**src/sls_consts.svh**
```systemverilog
// Register offsets, field positions and reset values of the supervisor
`ifndef SLS_CONSTS_SVH
`define SLS_CONSTS_SVH

`define SLS_ADDR_W          8
`define SLS_BUS_W           32

`define SLS_OFS_MODE        8'h00
`define SLS_OFS_LOW         8'h04
`define SLS_OFS_HIGH        8'h08
`define SLS_OFS_HYST        8'h0c
`define SLS_OFS_RESP        8'h10
`define SLS_OFS_STATUS      8'h14
`define SLS_OFS_IRQ_STAT    8'h18
`define SLS_OFS_IRQ_MASK    8'h1c

`define SLS_MODE_W          4
`define SLS_RESP_W          2
`define SLS_MODE_RESET      4'h0
`define SLS_RESP_RESET      2'h0
`define SLS_LIMIT_RESET     32'h0000_0000
`define SLS_HYST_RESET      32'h0000_0000

`define SLS_STAT_ACTIVE     0
`define SLS_STAT_WARN       1
`define SLS_STAT_TRIP       2
`define SLS_STAT_MODE_LSB   4

`define SLS_EVT_N           4
`define SLS_EVT_RISE        0
`define SLS_EVT_FALL        1
`define SLS_EVT_WARN        2
`define SLS_EVT_TRIP        3
`define SLS_EVT_RESET       4'h0

`endif

```
**src/sls_pkg.sv**
```systemverilog
// Types shared by the signal limit supervisor files
package sls_pkg;

    typedef enum logic [3:0] {
        MODE_DISABLED = 4'h0,
        MODE_LOW      = 4'h1,
        MODE_HIGH     = 4'h2,
        MODE_ABS_LOW  = 4'h3,
        MODE_ABS_HIGH = 4'h4,
        MODE_BOTH     = 4'h5,
        MODE_ABS_BOTH = 4'h6
    } sup_mode_t;

    typedef enum logic [1:0] {
        RESP_NONE      = 2'h0,
        RESP_WARN      = 2'h1,
        RESP_TRIP      = 2'h2,
        RESP_TRIP_RUN  = 2'h3
    } sup_resp_t;

    typedef struct packed {
        logic active;
        logic warning;
        logic trip;
    } sup_out_t;

    typedef struct packed {
        logic above;
        logic below;
    } band_cmp_t;

endpackage

```
**src/signal_limit_supervisor.sv**
```systemverilog
// Signal limit supervisor: limit and hysteresis comparator with registers
`timescale 1ns/1ps
`include "sls_consts.svh"

module signal_limit_supervisor #(
    parameter int W = 32
) (
    input  wire logic                   clock_in,   // 10 MHz clock
    input  wire logic                   rst_in,     // Async reset, high
    input  wire logic signed [W-1:0]    signal_in,  // Monitored signal
    input  wire logic                   running_in, // Motor is running
    input  wire logic [`SLS_ADDR_W-1:0] addr_in,    // Register address
    input  wire logic [`SLS_BUS_W-1:0]  wdata_in,   // Write data
    input  wire logic                   wr_in,      // Write strobe
    input  wire logic                   rd_in,      // Read strobe
    output logic      [`SLS_BUS_W-1:0]  rdata_out,  // Read data
    output logic                        active_out, // Action active
    output logic                        warn_out,   // Warning raised
    output logic                        trip_out,   // Trip fault raised
    output logic                        irq_out     // Interrupt level
);
    localparam int E = W + 2;

    if (W < 2 || W > `SLS_BUS_W)
    begin : g_bad_width
        $error("signal_limit_supervisor: W must lie in 2..32");
    end

    // Refuse layouts that the status and event words cannot carry
    if (`SLS_STAT_MODE_LSB + `SLS_MODE_W > `SLS_BUS_W)
    begin : g_bad_mode_field
        $error("signal_limit_supervisor: mode field outside status word");
    end

    if (`SLS_EVT_N > `SLS_BUS_W)
    begin : g_bad_event_count
        $error("signal_limit_supervisor: too many interrupt events");
    end

    // Software settings
    logic [`SLS_MODE_W-1:0] mode_q;
    logic signed [W-1:0]    low_q;
    logic signed [W-1:0]    high_q;
    logic [W-1:0]           hyst_q;
    logic [`SLS_RESP_W-1:0] resp_q;
    logic [`SLS_EVT_N-1:0]  irq_stat_q;
    logic [`SLS_EVT_N-1:0]  irq_mask_q;

    // Block state
    logic                   active_q;
    logic                   active_d;
    sls_pkg::sup_out_t      out_q;
    sls_pkg::sup_out_t      out_d;
    logic [`SLS_BUS_W-1:0]  rdata_q;
    logic [`SLS_BUS_W-1:0]  rdata_d;
    logic                   irq_q;

    // Address decode
    wire wr_mode  = wr_in && (addr_in == `SLS_OFS_MODE);
    wire wr_low   = wr_in && (addr_in == `SLS_OFS_LOW);
    wire wr_high  = wr_in && (addr_in == `SLS_OFS_HIGH);
    wire wr_hyst  = wr_in && (addr_in == `SLS_OFS_HYST);
    wire wr_resp  = wr_in && (addr_in == `SLS_OFS_RESP);
    wire wr_istat = wr_in && (addr_in == `SLS_OFS_IRQ_STAT);
    wire wr_imask = wr_in && (addr_in == `SLS_OFS_IRQ_MASK);

    // A negative hysteresis write is stored as zero
    wire [W-1:0] hyst_wr = wdata_in[W-1] ? '0 : wdata_in[W-1:0];

    // Settings registers, one short block per setting
    always_ff @(posedge clock_in or posedge rst_in)
    begin
        if (rst_in)
            mode_q <= `SLS_MODE_RESET;
        else if (wr_mode)
            mode_q <= wdata_in[`SLS_MODE_W-1:0];
    end

    always_ff @(posedge clock_in or posedge rst_in)
    begin
        if (rst_in)
            low_q <= W'(`SLS_LIMIT_RESET);
        else if (wr_low)
            low_q <= wdata_in[W-1:0];
    end

    always_ff @(posedge clock_in or posedge rst_in)
    begin
        if (rst_in)
            high_q <= W'(`SLS_LIMIT_RESET);
        else if (wr_high)
            high_q <= wdata_in[W-1:0];
    end

    always_ff @(posedge clock_in or posedge rst_in)
    begin
        if (rst_in)
            hyst_q <= W'(`SLS_HYST_RESET);
        else if (wr_hyst)
            hyst_q <= hyst_wr;
    end

    always_ff @(posedge clock_in or posedge rst_in)
    begin
        if (rst_in)
            resp_q <= `SLS_RESP_RESET;
        else if (wr_resp)
            resp_q <= wdata_in[`SLS_RESP_W-1:0];
    end

    // Mode decode; codes outside 1..6 act as disabled
    sls_pkg::sup_mode_t mode;
    assign mode = sls_pkg::sup_mode_t'(mode_q);

    wire abs_sel = (mode == sls_pkg::MODE_ABS_LOW)
                || (mode == sls_pkg::MODE_ABS_HIGH)
                || (mode == sls_pkg::MODE_ABS_BOTH);
    wire use_low = (mode == sls_pkg::MODE_LOW)
                || (mode == sls_pkg::MODE_ABS_LOW);
    wire use_high = (mode == sls_pkg::MODE_HIGH)
                 || (mode == sls_pkg::MODE_ABS_HIGH);
    wire use_both = (mode == sls_pkg::MODE_BOTH)
                 || (mode == sls_pkg::MODE_ABS_BOTH);
    wire enabled = use_low || use_high || use_both;

    // Widened operands so the limit sums and magnitudes cannot overflow
    wire signed [E-1:0] sig_x  = E'(signal_in);
    wire signed [E-1:0] low_x  = E'(low_q);
    wire signed [E-1:0] high_x = E'(high_q);
    wire signed [E-1:0] half_x = signed'(E'(hyst_q >> 1));

    // Guard bits also leave room to negate the most negative signal
    wire signed [E-1:0] sig_abs  = sig_x[E-1] ? -sig_x : sig_x;
    wire signed [E-1:0] low_abs  = low_x[E-1] ? -low_x : low_x;
    wire signed [E-1:0] high_abs = high_x[E-1] ? -high_x : high_x;

    wire signed [E-1:0] sig_v  = abs_sel ? sig_abs : sig_x;
    wire signed [E-1:0] low_v  = abs_sel ? low_abs : low_x;
    wire signed [E-1:0] high_v = abs_sel ? high_abs : high_x;

    sls_pkg::band_cmp_t low_cmp;
    sls_pkg::band_cmp_t high_cmp;

    // The same half band serves every mode
    sls_band_cmp #(
        .E          (E)
    ) u_low_cmp (
        .value_in   (sig_v),
        .limit_in   (low_v),
        .half_in    (half_x),
        .cmp_out    (low_cmp)
    );

    sls_band_cmp #(
        .E          (E)
    ) u_high_cmp (
        .value_in   (sig_v),
        .limit_in   (high_v),
        .half_in    (half_x),
        .cmp_out    (high_cmp)
    );

    // Set and clear conditions per comparison family
    wire low_set   = low_cmp.below;
    wire low_clr   = low_cmp.above;
    wire high_set  = high_cmp.above;
    wire high_clr  = high_cmp.below;
    wire both_set  = high_cmp.above || low_cmp.below;
    wire both_clr  = high_cmp.below && low_cmp.above;

    wire set_cond = (use_low && low_set) || (use_high && high_set)
                 || (use_both && both_set);
    wire clr_cond = (use_low && low_clr) || (use_high && high_clr)
                 || (use_both && both_clr);

    // Set wins if both hold, though no mode lets both hold at once
    always_comb
    begin
        if (!enabled)
            active_d = 1'b0;
        else if (set_cond)
            active_d = 1'b1;
        else if (clr_cond)
            active_d = 1'b0;
        else
            active_d = active_q;
    end

    // Response selection works from the registered active state
    sls_pkg::sup_resp_t resp;
    assign resp = sls_pkg::sup_resp_t'(resp_q);

    // Running is used as it stands; a trip that needs it follows the
    // motor within one cycle, with no extra filtering
    wire trip_sel = (resp == sls_pkg::RESP_TRIP)
                 || ((resp == sls_pkg::RESP_TRIP_RUN) && running_in);

    always_comb
    begin
        out_d.active  = active_q;
        out_d.warning = active_q && (resp == sls_pkg::RESP_WARN);
        out_d.trip    = active_q && trip_sel;
    end

    always_ff @(posedge clock_in or posedge rst_in)
    begin
        if (rst_in)
        begin
            active_q <= 1'b0;
            out_q    <= '0;
        end
        else
        begin
            active_q <= active_d;
            out_q    <= out_d;
        end
    end

    // Events for the interrupt status, taken from the output edges
    // Each fires once, in the cycle before its output register rises; the fall event fires in the cycle before active falls
    logic [`SLS_EVT_N-1:0] evt;
    assign evt[`SLS_EVT_RISE] = out_d.active && !out_q.active;
    assign evt[`SLS_EVT_FALL] = !out_d.active && out_q.active;
    assign evt[`SLS_EVT_WARN] = out_d.warning && !out_q.warning;
    assign evt[`SLS_EVT_TRIP] = out_d.trip && !out_q.trip;

    // Sticky status, write one to clear; a new event beats the clear
    for (genvar i = 0; i < `SLS_EVT_N; i++)
    begin : g_irq
        wire clr = wr_istat && wdata_in[i];
        always_ff @(posedge clock_in or posedge rst_in)
        begin
            if (rst_in)
                irq_stat_q[i] <= 1'b0;
            else
                irq_stat_q[i] <= evt[i] || (irq_stat_q[i] && !clr);
        end
    end

    // The level output is registered, so it lags the status by one cycle
    always_ff @(posedge clock_in or posedge rst_in)
    begin
        if (rst_in)
        begin
            irq_mask_q <= `SLS_EVT_RESET;
            irq_q      <= 1'b0;
        end
        else
        begin
            if (wr_imask)
                irq_mask_q <= wdata_in[`SLS_EVT_N-1:0];
            irq_q <= |(irq_stat_q & irq_mask_q);
        end
    end

    // Read mux; unmapped addresses read as zero
    // Read data stand for one cycle only, so a stale word is never re-read
    logic [`SLS_BUS_W-1:0] status_word;
    always_comb
    begin
        status_word = '0;
        status_word[`SLS_STAT_ACTIVE] = out_q.active;
        status_word[`SLS_STAT_WARN]   = out_q.warning;
        status_word[`SLS_STAT_TRIP]   = out_q.trip;
        status_word[`SLS_STAT_MODE_LSB +: `SLS_MODE_W] = mode_q;
    end

    always_comb
    begin
        rdata_d = '0;
        if (rd_in)
        begin
            case (addr_in)
                `SLS_OFS_MODE:     rdata_d = `SLS_BUS_W'(mode_q);
                `SLS_OFS_LOW:      rdata_d = `SLS_BUS_W'(low_q);
                `SLS_OFS_HIGH:     rdata_d = `SLS_BUS_W'(high_q);
                `SLS_OFS_HYST:     rdata_d = `SLS_BUS_W'(hyst_q);
                `SLS_OFS_RESP:     rdata_d = `SLS_BUS_W'(resp_q);
                `SLS_OFS_STATUS:   rdata_d = status_word;
                `SLS_OFS_IRQ_STAT: rdata_d = `SLS_BUS_W'(irq_stat_q);
                `SLS_OFS_IRQ_MASK: rdata_d = `SLS_BUS_W'(irq_mask_q);
                default:           rdata_d = '0;
            endcase
        end
    end

    always_ff @(posedge clock_in or posedge rst_in)
    begin
        if (rst_in)
            rdata_q <= '0;
        else
            rdata_q <= rdata_d;
    end

    assign rdata_out  = rdata_q;
    assign active_out = out_q.active;
    assign warn_out   = out_q.warning;
    assign trip_out   = out_q.trip;
    assign irq_out    = irq_q;
endmodule // signal_limit_supervisor

```
**src/sls_band_cmp.sv**
```systemverilog
// Compares one value against a limit widened by a half band on each side
`timescale 1ns/1ps
module sls_band_cmp #(
    parameter int E = 34
) (
    input  wire logic signed [E-1:0] value_in,  // Value under test
    input  wire logic signed [E-1:0] limit_in,  // Centre of the band
    input  wire logic signed [E-1:0] half_in,   // Half band, never negative
    output sls_pkg::band_cmp_t       cmp_out    // Above and below the band
);
    logic signed [E-1:0] upper;
    logic signed [E-1:0] lower;

    // Two guard bits in E keep these sums from wrapping
    assign upper = limit_in + half_in;
    assign lower = limit_in - half_in;

    assign cmp_out.above = value_in > upper;
    assign cmp_out.below = value_in < lower;
endmodule // sls_band_cmp

```
**config.mk**
```make
export PLATFORM = sky130hd
export DESIGN_NAME = signal_limit_supervisor
export DESIGN_NICKNAME = d
export VERILOG_FILES = /design/src/sls_pkg.sv /design/src/signal_limit_supervisor.sv /design/src/sls_band_cmp.sv
export VERILOG_INCLUDE_DIRS = /design/src
export SDC_FILE = /design/constraint.sdc
export NUM_CORES = 1
export LEC_CHECK = 0
export BUFFER_PORTS_ARGS = -buffer_cell sky130_fd_sc_hd__buf_2
export CAP_MARGIN = 20
export CORE_MARGIN = 4
export CORE_UTILIZATION = 49
export CTS_BUF_LIST = sky130_fd_sc_hd__clkbuf_8 sky130_fd_sc_hd__clkbuf_16
export DETAILED_ROUTE_END_ITERATION = 10
export PLACE_DENSITY = 0.65
export RECOVER_POWER = 100
export REMOVE_ABC_BUFFERS = 1
export SYNTH_ARGS = -nofsm -noshare
export SYNTH_HDL_FRONTEND = slang
export SYNTH_SLANG_ARGS = --single-unit
```
**constraint.sdc**
```tcl
create_clock -name clock_in -period 14.95 [get_ports clock_in]
set_clock_uncertainty 0.2 [all_clocks]
set_input_delay 3.7375 -clock clock_in [delete_from_list [all_inputs] [get_ports clock_in]]
set_output_delay 3.7375 -clock clock_in [all_outputs]
set_load 0.02 [all_outputs]
```
Word-level counts from Yosys, hierarchy flattened
Index checks and enable logic that the tools add are counted.

storage, ports and cells
  flip-flop bits (word level) = 147
  latch bits = 0
  RAM bits = 0
  memory bits (read-only) = 0
  memories = 0

operators by class
  add/sub/neg operators = 7
  multiply operators = 0
  divide/modulo/power cells = 0
  $lt $le $gt $ge = 4
  equal/unequal tests = 17
  shifts and indexed selects = 0
  muxes and demuxes = 12
  bitwise logic cells = 1
  reduce and logical (&&, ||, !) cells = 56

operators with widths
  operator                                                                 number
  32-bit case mux with 8 select lines                                      1
  34-bit 2-to-1 mux                                                        6
  32-bit negator with 34-bit output                                        3
  34-bit by 32-bit adder with 34-bit output                                2
  34-bit > comparator                                                      2
  34-bit less-than comparator                                              2
  34-bit by 32-bit subtractor with 34-bit output                           2
  8-bit by 5-bit == test with 1-bit output, second input constant          4
  32-bit 2-to-1 mux                                                        1
  31-bit 2-to-1 mux                                                        1
  1-bit logical AND                                                        29
  1-bit logical OR                                                         17
  8-bit by 4-bit == test with 1-bit output, second input constant          2
  4-bit by 3-bit == test with 1-bit output, second input constant          3
  4-bit by 2-bit == test with 1-bit output, second input constant          2
  8-bit by 3-bit == test with 1-bit output, second input constant          1
  1-bit zero test                                                          8
  8-bit zero test                                                          1
  4-bit AND                                                                1
  2-bit == test, second input constant                                     2
  4-bit by 1-bit == test with 1-bit output, second input constant          1
  4-bit OR reduction                                                       1
  1-bit 2-to-1 mux                                                         3
  3-bit by 1-bit inequality test with 1-bit output, second input constant  1
  2-bit by 1-bit == test with 1-bit output, second input constant          1

Depth between registers and ports, before layout
  word-level depth = 12
  gate-level depth with buffers = 29
  mapped depth without buffers = 28

Hierarchy
A second synthesis with hierarchy kept.

unflattened totals
  cell total of the unflattened synthesis = 2307
  area total of the unflattened synthesis = 18818.0 µm²

by module, submodules not included
  module                      instances  cells each  area an instance (µm²)
  signal_limit_supervisor     1          901         8708.4
  sls_band_cmp at u_low_cmp   1          710         5079.9
  sls_band_cmp at u_high_cmp  1          696         5029.8

Worst setup path before layout
Ideal clock, no wire load.

  kind = input to register
  start = input port signal_in[11]
  end = register active_q
  library setup time = 0.140 ns
  arrival = 7.512 ns
  data required time = 14.610 ns
  setup slack = 7.098 ns
  stages on the path = 17
  path buffers = 0
  cells stage by stage = or4_4 > nor4_4 > nand2b_1 > or2_1 > or3_1 > or4_4 > o41ai_4 > xnor2_1 > ha_1 > nand4_1 > or2_2 > nor3_1 > nand2_1 > nor4_1 > nor2_1 > o21ai_0 > o211ai_1

between the ends
  cells in the longest elaborated chain, start to end = 9
  elaborated cells between the ends (all ways) = 22
  classes of those cells = add/sub: 1; order compare: 4; eq/ne: 1; mux: 4; reduce/logical: 12

RTL lines
  item                                                                line                                                            RTL
  start, declared                                                     signal_limit_supervisor.sv:10                                   input wire logic signed [W-1:0] signal_in,
  32-bit negator with 34-bit output                                   signal_limit_supervisor.sv:133                                  wire signed [E-1:0] sig_abs = sig_x[E-1] ? -sig_x : sig_x;
  34-bit 2-to-1 mux                                                   signal_limit_supervisor.sv:133
  34-bit 2-to-1 mux (*)                                               signal_limit_supervisor.sv:137                                  wire signed [E-1:0] sig_v = abs_sel ? sig_abs : sig_x;
  34-bit less-than comparator or 34-bit > comparator (tied branches)  sls_band_cmp.sv:19, sls_band_cmp.sv:18
  1-bit logical AND or 1-bit logical OR (tied branches)               signal_limit_supervisor.sv:171, signal_limit_supervisor.sv:168
  1-bit logical OR or 1-bit logical AND (tied branches)               signal_limit_supervisor.sv:171, signal_limit_supervisor.sv:172
  1-bit logical OR                                                    signal_limit_supervisor.sv:172                                  || (use_both && both_set);
  1-bit 2-to-1 mux                                                    signal_limit_supervisor.sv:181                                  else if (set_cond)
  1-bit 2-to-1 mux                                                    signal_limit_supervisor.sv:179                                  if (!enabled)
  end signal, assigned                                                signal_limit_supervisor.sv:214                                  active_q <= active_d;
  end, declared                                                       signal_limit_supervisor.sv:50                                   logic active_q;

Every way passes the cells marked *; elsewhere a longest branch is shown, timed or not.
A chain may end at the register's enable or synchronous reset.

==> out/summary.txt <==
status: finished, violations left
violated checks: capacitance limit, slew limit
hold endpoint: hyst_q[0]$_DFFE_PP0P_
cell-internal power: 0.000976 W
initial drt markers: 1354
Synth-to-Final Area Change: 8.21%
Mean Syn Cell Area: 8.27 um2
post-synth top area cell: dfrtp_1
Fin Hold WS: 0.281 ns
Clock Path Buffers: 2
crit path cell chain: buf_2 -> clkinvlp_2 -> clkbuf_1
Slew Viols, Final: 360
CTS tree: yes
fmax: 0.116 GHz
Root Buffer: clkbuf_16
Crit Path Class: in -> async
CTS clk-pin slew, worst paths: 0.06 ns
Post-DRT Antenna Nets: 0
pre-CTS setup slack: 6.49 ns
Die W: 194 um
vias in the first global route: 14905
Post-CTS Setup Bufs: 0
Syn Std Cell Area: 17000 um2
cts hold-fix bufs: 0
CP Max Fanout: 94
number of buffers added on ports: 112
DR pass1 iterations: 5
CP max stage cell: clkinvlp_2
largest net degree at the start of global routing: 95
final instance area: 18400 um2
clock power share: 0.257
unrepaired setup endpoints after global routing: no
commonest cells in the netlist: ha_1, a21oi_1, nor2_1
post-synth cell types: 81
worst hold-check path type: reg -> reg
dpl cell area: 17900 um2
min Tclk post-route: 8.62 ns
sequential fraction of the synthesis area: 0.215
routed len/inst: 20.9 um
sw frac: 0.403
leak pwr: 8.58 nW
Final #Nets: 2460
Die ar.: 37800 um2
# DRC: 0
power density over the cells: 88.7 nW/um2
CP delay by family, top: buffers and inverters
setup TNS: 0 ns
post-synth top area share: 0.215
ratio of cells with drive above 1 in the final layout: 0.0976
R2R depth: 25
Worst Hold Depth: 2
NetSw: 0.000659 W
Placement Rows: 68
H-tree levels: 4
total routed wirelength: 54200 um
Worst setup SP type: input pin
later-pin clock latency in the skew report: 0.43 ns
RePlAce Congestion: 0.961
Worst Path Arrival: 8.36 ns
io pins: 113
HP Start: hyst_q[0]$_DFFE_PP0P_
sum of buffers and inverters on the critical path: 3
Post-synth ARST share: 1.00
post-route setup slack: 6.33 ns
CTS sink count: 146
Die Y: 194 um
R2R Path Start: mode[2]$_DFFE_PP0P_
Final Setup Violations: 0
initial core utilization: 0.495
#FFs+latches synth: 146
synth top area cells: dfrtp_1, ha_1, xnor2_1, a21oi_1, mux2_2
Final Cycle Share: 0.577
worst-margin pin slew: 4.30 ns
core area: 34400 um2
DP HPWL: 44100 um
Layout Utilization: 0.536
sequential share of power: 0.272
number of max-cap violations: 8
Max-slew headroom: -1.88
CTS Buf Count: 17
CP endpoint kind: async pin
CP startpoint: rst_in
endpoints failing hold: 0
global-route wire length before repair: 83900 um
Post-synth EDFFs: 0
Max VDD drop: 0.0000924 V
Synth warnings: 0
Vias: 15760
post-cts sizing count: 0
top-count cell post-synth: ha_1
initial antenna violation count: 2
via density per instance: 6.09
synthesized instance count: 2059
WP data required: 14.69 ns
GRT Overall Usage: 0.277
Congestion Overflow GR: 0
R2R Setup Slk: 7.36 ns
CP peak stage delay: 2.40 ns
reg2reg end: active_q$_DFFE_PP0P_
top_reg_cell synth: dfrtp_1
layout filler cell count: 3301
Logic pwr share: 0.471
## kinds of logic (layout without fill, tap and decap cells)
kind of cell,Yosys count,count (layout),share of synthesized area
compound gates,588,588,0.223
xor+xnor,200,200,0.103
fa+ha+maj,261,261,0.194
buf+inv,200,273,0.0448
flops,146,146,0.215
mux,80,80,0.0525
other cells,0,2,0
simple gates,584,584,0.169
## how the worst max path moves through the flow
stage / to / cells after the start
2_1_floorplan: low_q[0]$_DFFE_PP0P_ / 6
3_3_place_gp: active_q$_DFFE_PP0P_ / 18
3_5_place_dp: active_q$_DFFE_PP0P_ / 18
4_1_cts: active_q$_DFFE_PP0P_ / 18
5_1_grt: mode[2]$_DFFE_PP0P_ / 3
6_report: mode[2]$_DFFE_PP0P_ / 3
## registers in the layout, indices dropped and copies added (netlist names)
signal	count
active_out	1
active_q	1
high_q	32
hyst_q	31
irq_mask_q	4
irq_out	1
irq_stat_q	4
low_q	32
mode	4
rdata_out	32
resp	2
trip_out	1
warn_out	1
## cell type report
type	count	area [um2]	share of cell area
Tap cell	455	569	0.0309
Inverter	123	463	0.0251
Clock inverter	9	109	0.00591
Antenna cell	2	5.00	0.000272
Multi-Input combinational cell	1713	12600	0.684
Timing Repair Buffer	121	564	0.0306
Sequential cell	146	3650	0.198
Clock buffer	20	467	0.0253
## per-stage QoR
stage	power (W)	cells
after detailed placement	0.00120	2557
after global placement	0.00119	2557
final	0.00163	2589
after CTS	0.00163	2586
after global routing	0.00175	2587
after floorplan	0.000973	1982
## power groups by stage
stage,combinational [W],clock (W),sequential [W]
finish,0.000770,0.000421,0.000445
global route,0.000854,0.000445,0.000447
CTS,0.000757,0.000426,0.000443
detailed placement,0.000753,0,0.000450
global placement,0.000739,0,0.000450
floorplan,0.000534,0,0.000439
## per-layer routing
layer  part of all wire  GRT usage  routed length, um  vias up
li1                   -          -                  -     7559
met1               0.49      0.429              26600     7604
met2               0.42      0.406              22500      556
met3              0.076     0.0442               4120       41
met4              0.017     0.0586                941        0
met5                  0          0                  0        -
## worst register-to-register path, stage by stage (launching register included)
cell	delay, ns
dfrtp_1	0.46
nand3b_1	0.21
a21oi_1	0.20
buf_4	0.26
nand2_1	0.43
a21oi_1	0.32
xor2_1	0.32
ha_1	0.40
nor2b_1	0.20
a211oi_1	0.10
o21bai_1	0.20
a31oi_2	0.18
o311ai_1	0.72
a41oi_1	0.42
nor3_1	0.50
a21oi_1	0.17
o311a_1	0.40
ha_1	0.32
nand4_1	0.11
or2_2	0.33
nor3_1	0.25
nand2_1	0.11
nor4_1	0.29
nor2_1	0.09
o21ai_0	0.18
o211ai_1	0.12
## layout by cell type (no fill, tap or decap), types with 11 or more instances in the layout
| cell | count |
|---|---|
| nor2b_1 | 25 |
| a21oi_1 | 191 |
| or3_1 | 16 |
| a21o_1 | 39 |
| mux2_2 | 74 |
| a31oi_1 | 15 |
| nand2b_1 | 58 |
| or4_1 | 11 |
| nor3_1 | 37 |
| o41ai_1 | 11 |
| a211oi_1 | 16 |
| nand3_1 | 24 |
| o21bai_1 | 36 |
| o31ai_1 | 18 |
| buf_2 | 76 |
| xor2_1 | 59 |
| o21a_1 | 15 |
| a22oi_1 | 36 |
| nor4_1 | 19 |
| clkbuf_16 | 17 |
| nand4_1 | 27 |
| nand2_1 | 151 |
| inv_1 | 122 |
| nor2_1 | 163 |
| dfrtp_1 | 146 |
| o21ai_0 | 114 |
| xnor2_1 | 141 |
| ha_1 | 257 |
| or2_2 | 12 |
| clkbuf_1 | 41 |
Note: power is estimated with default switching activity, not from simulation.
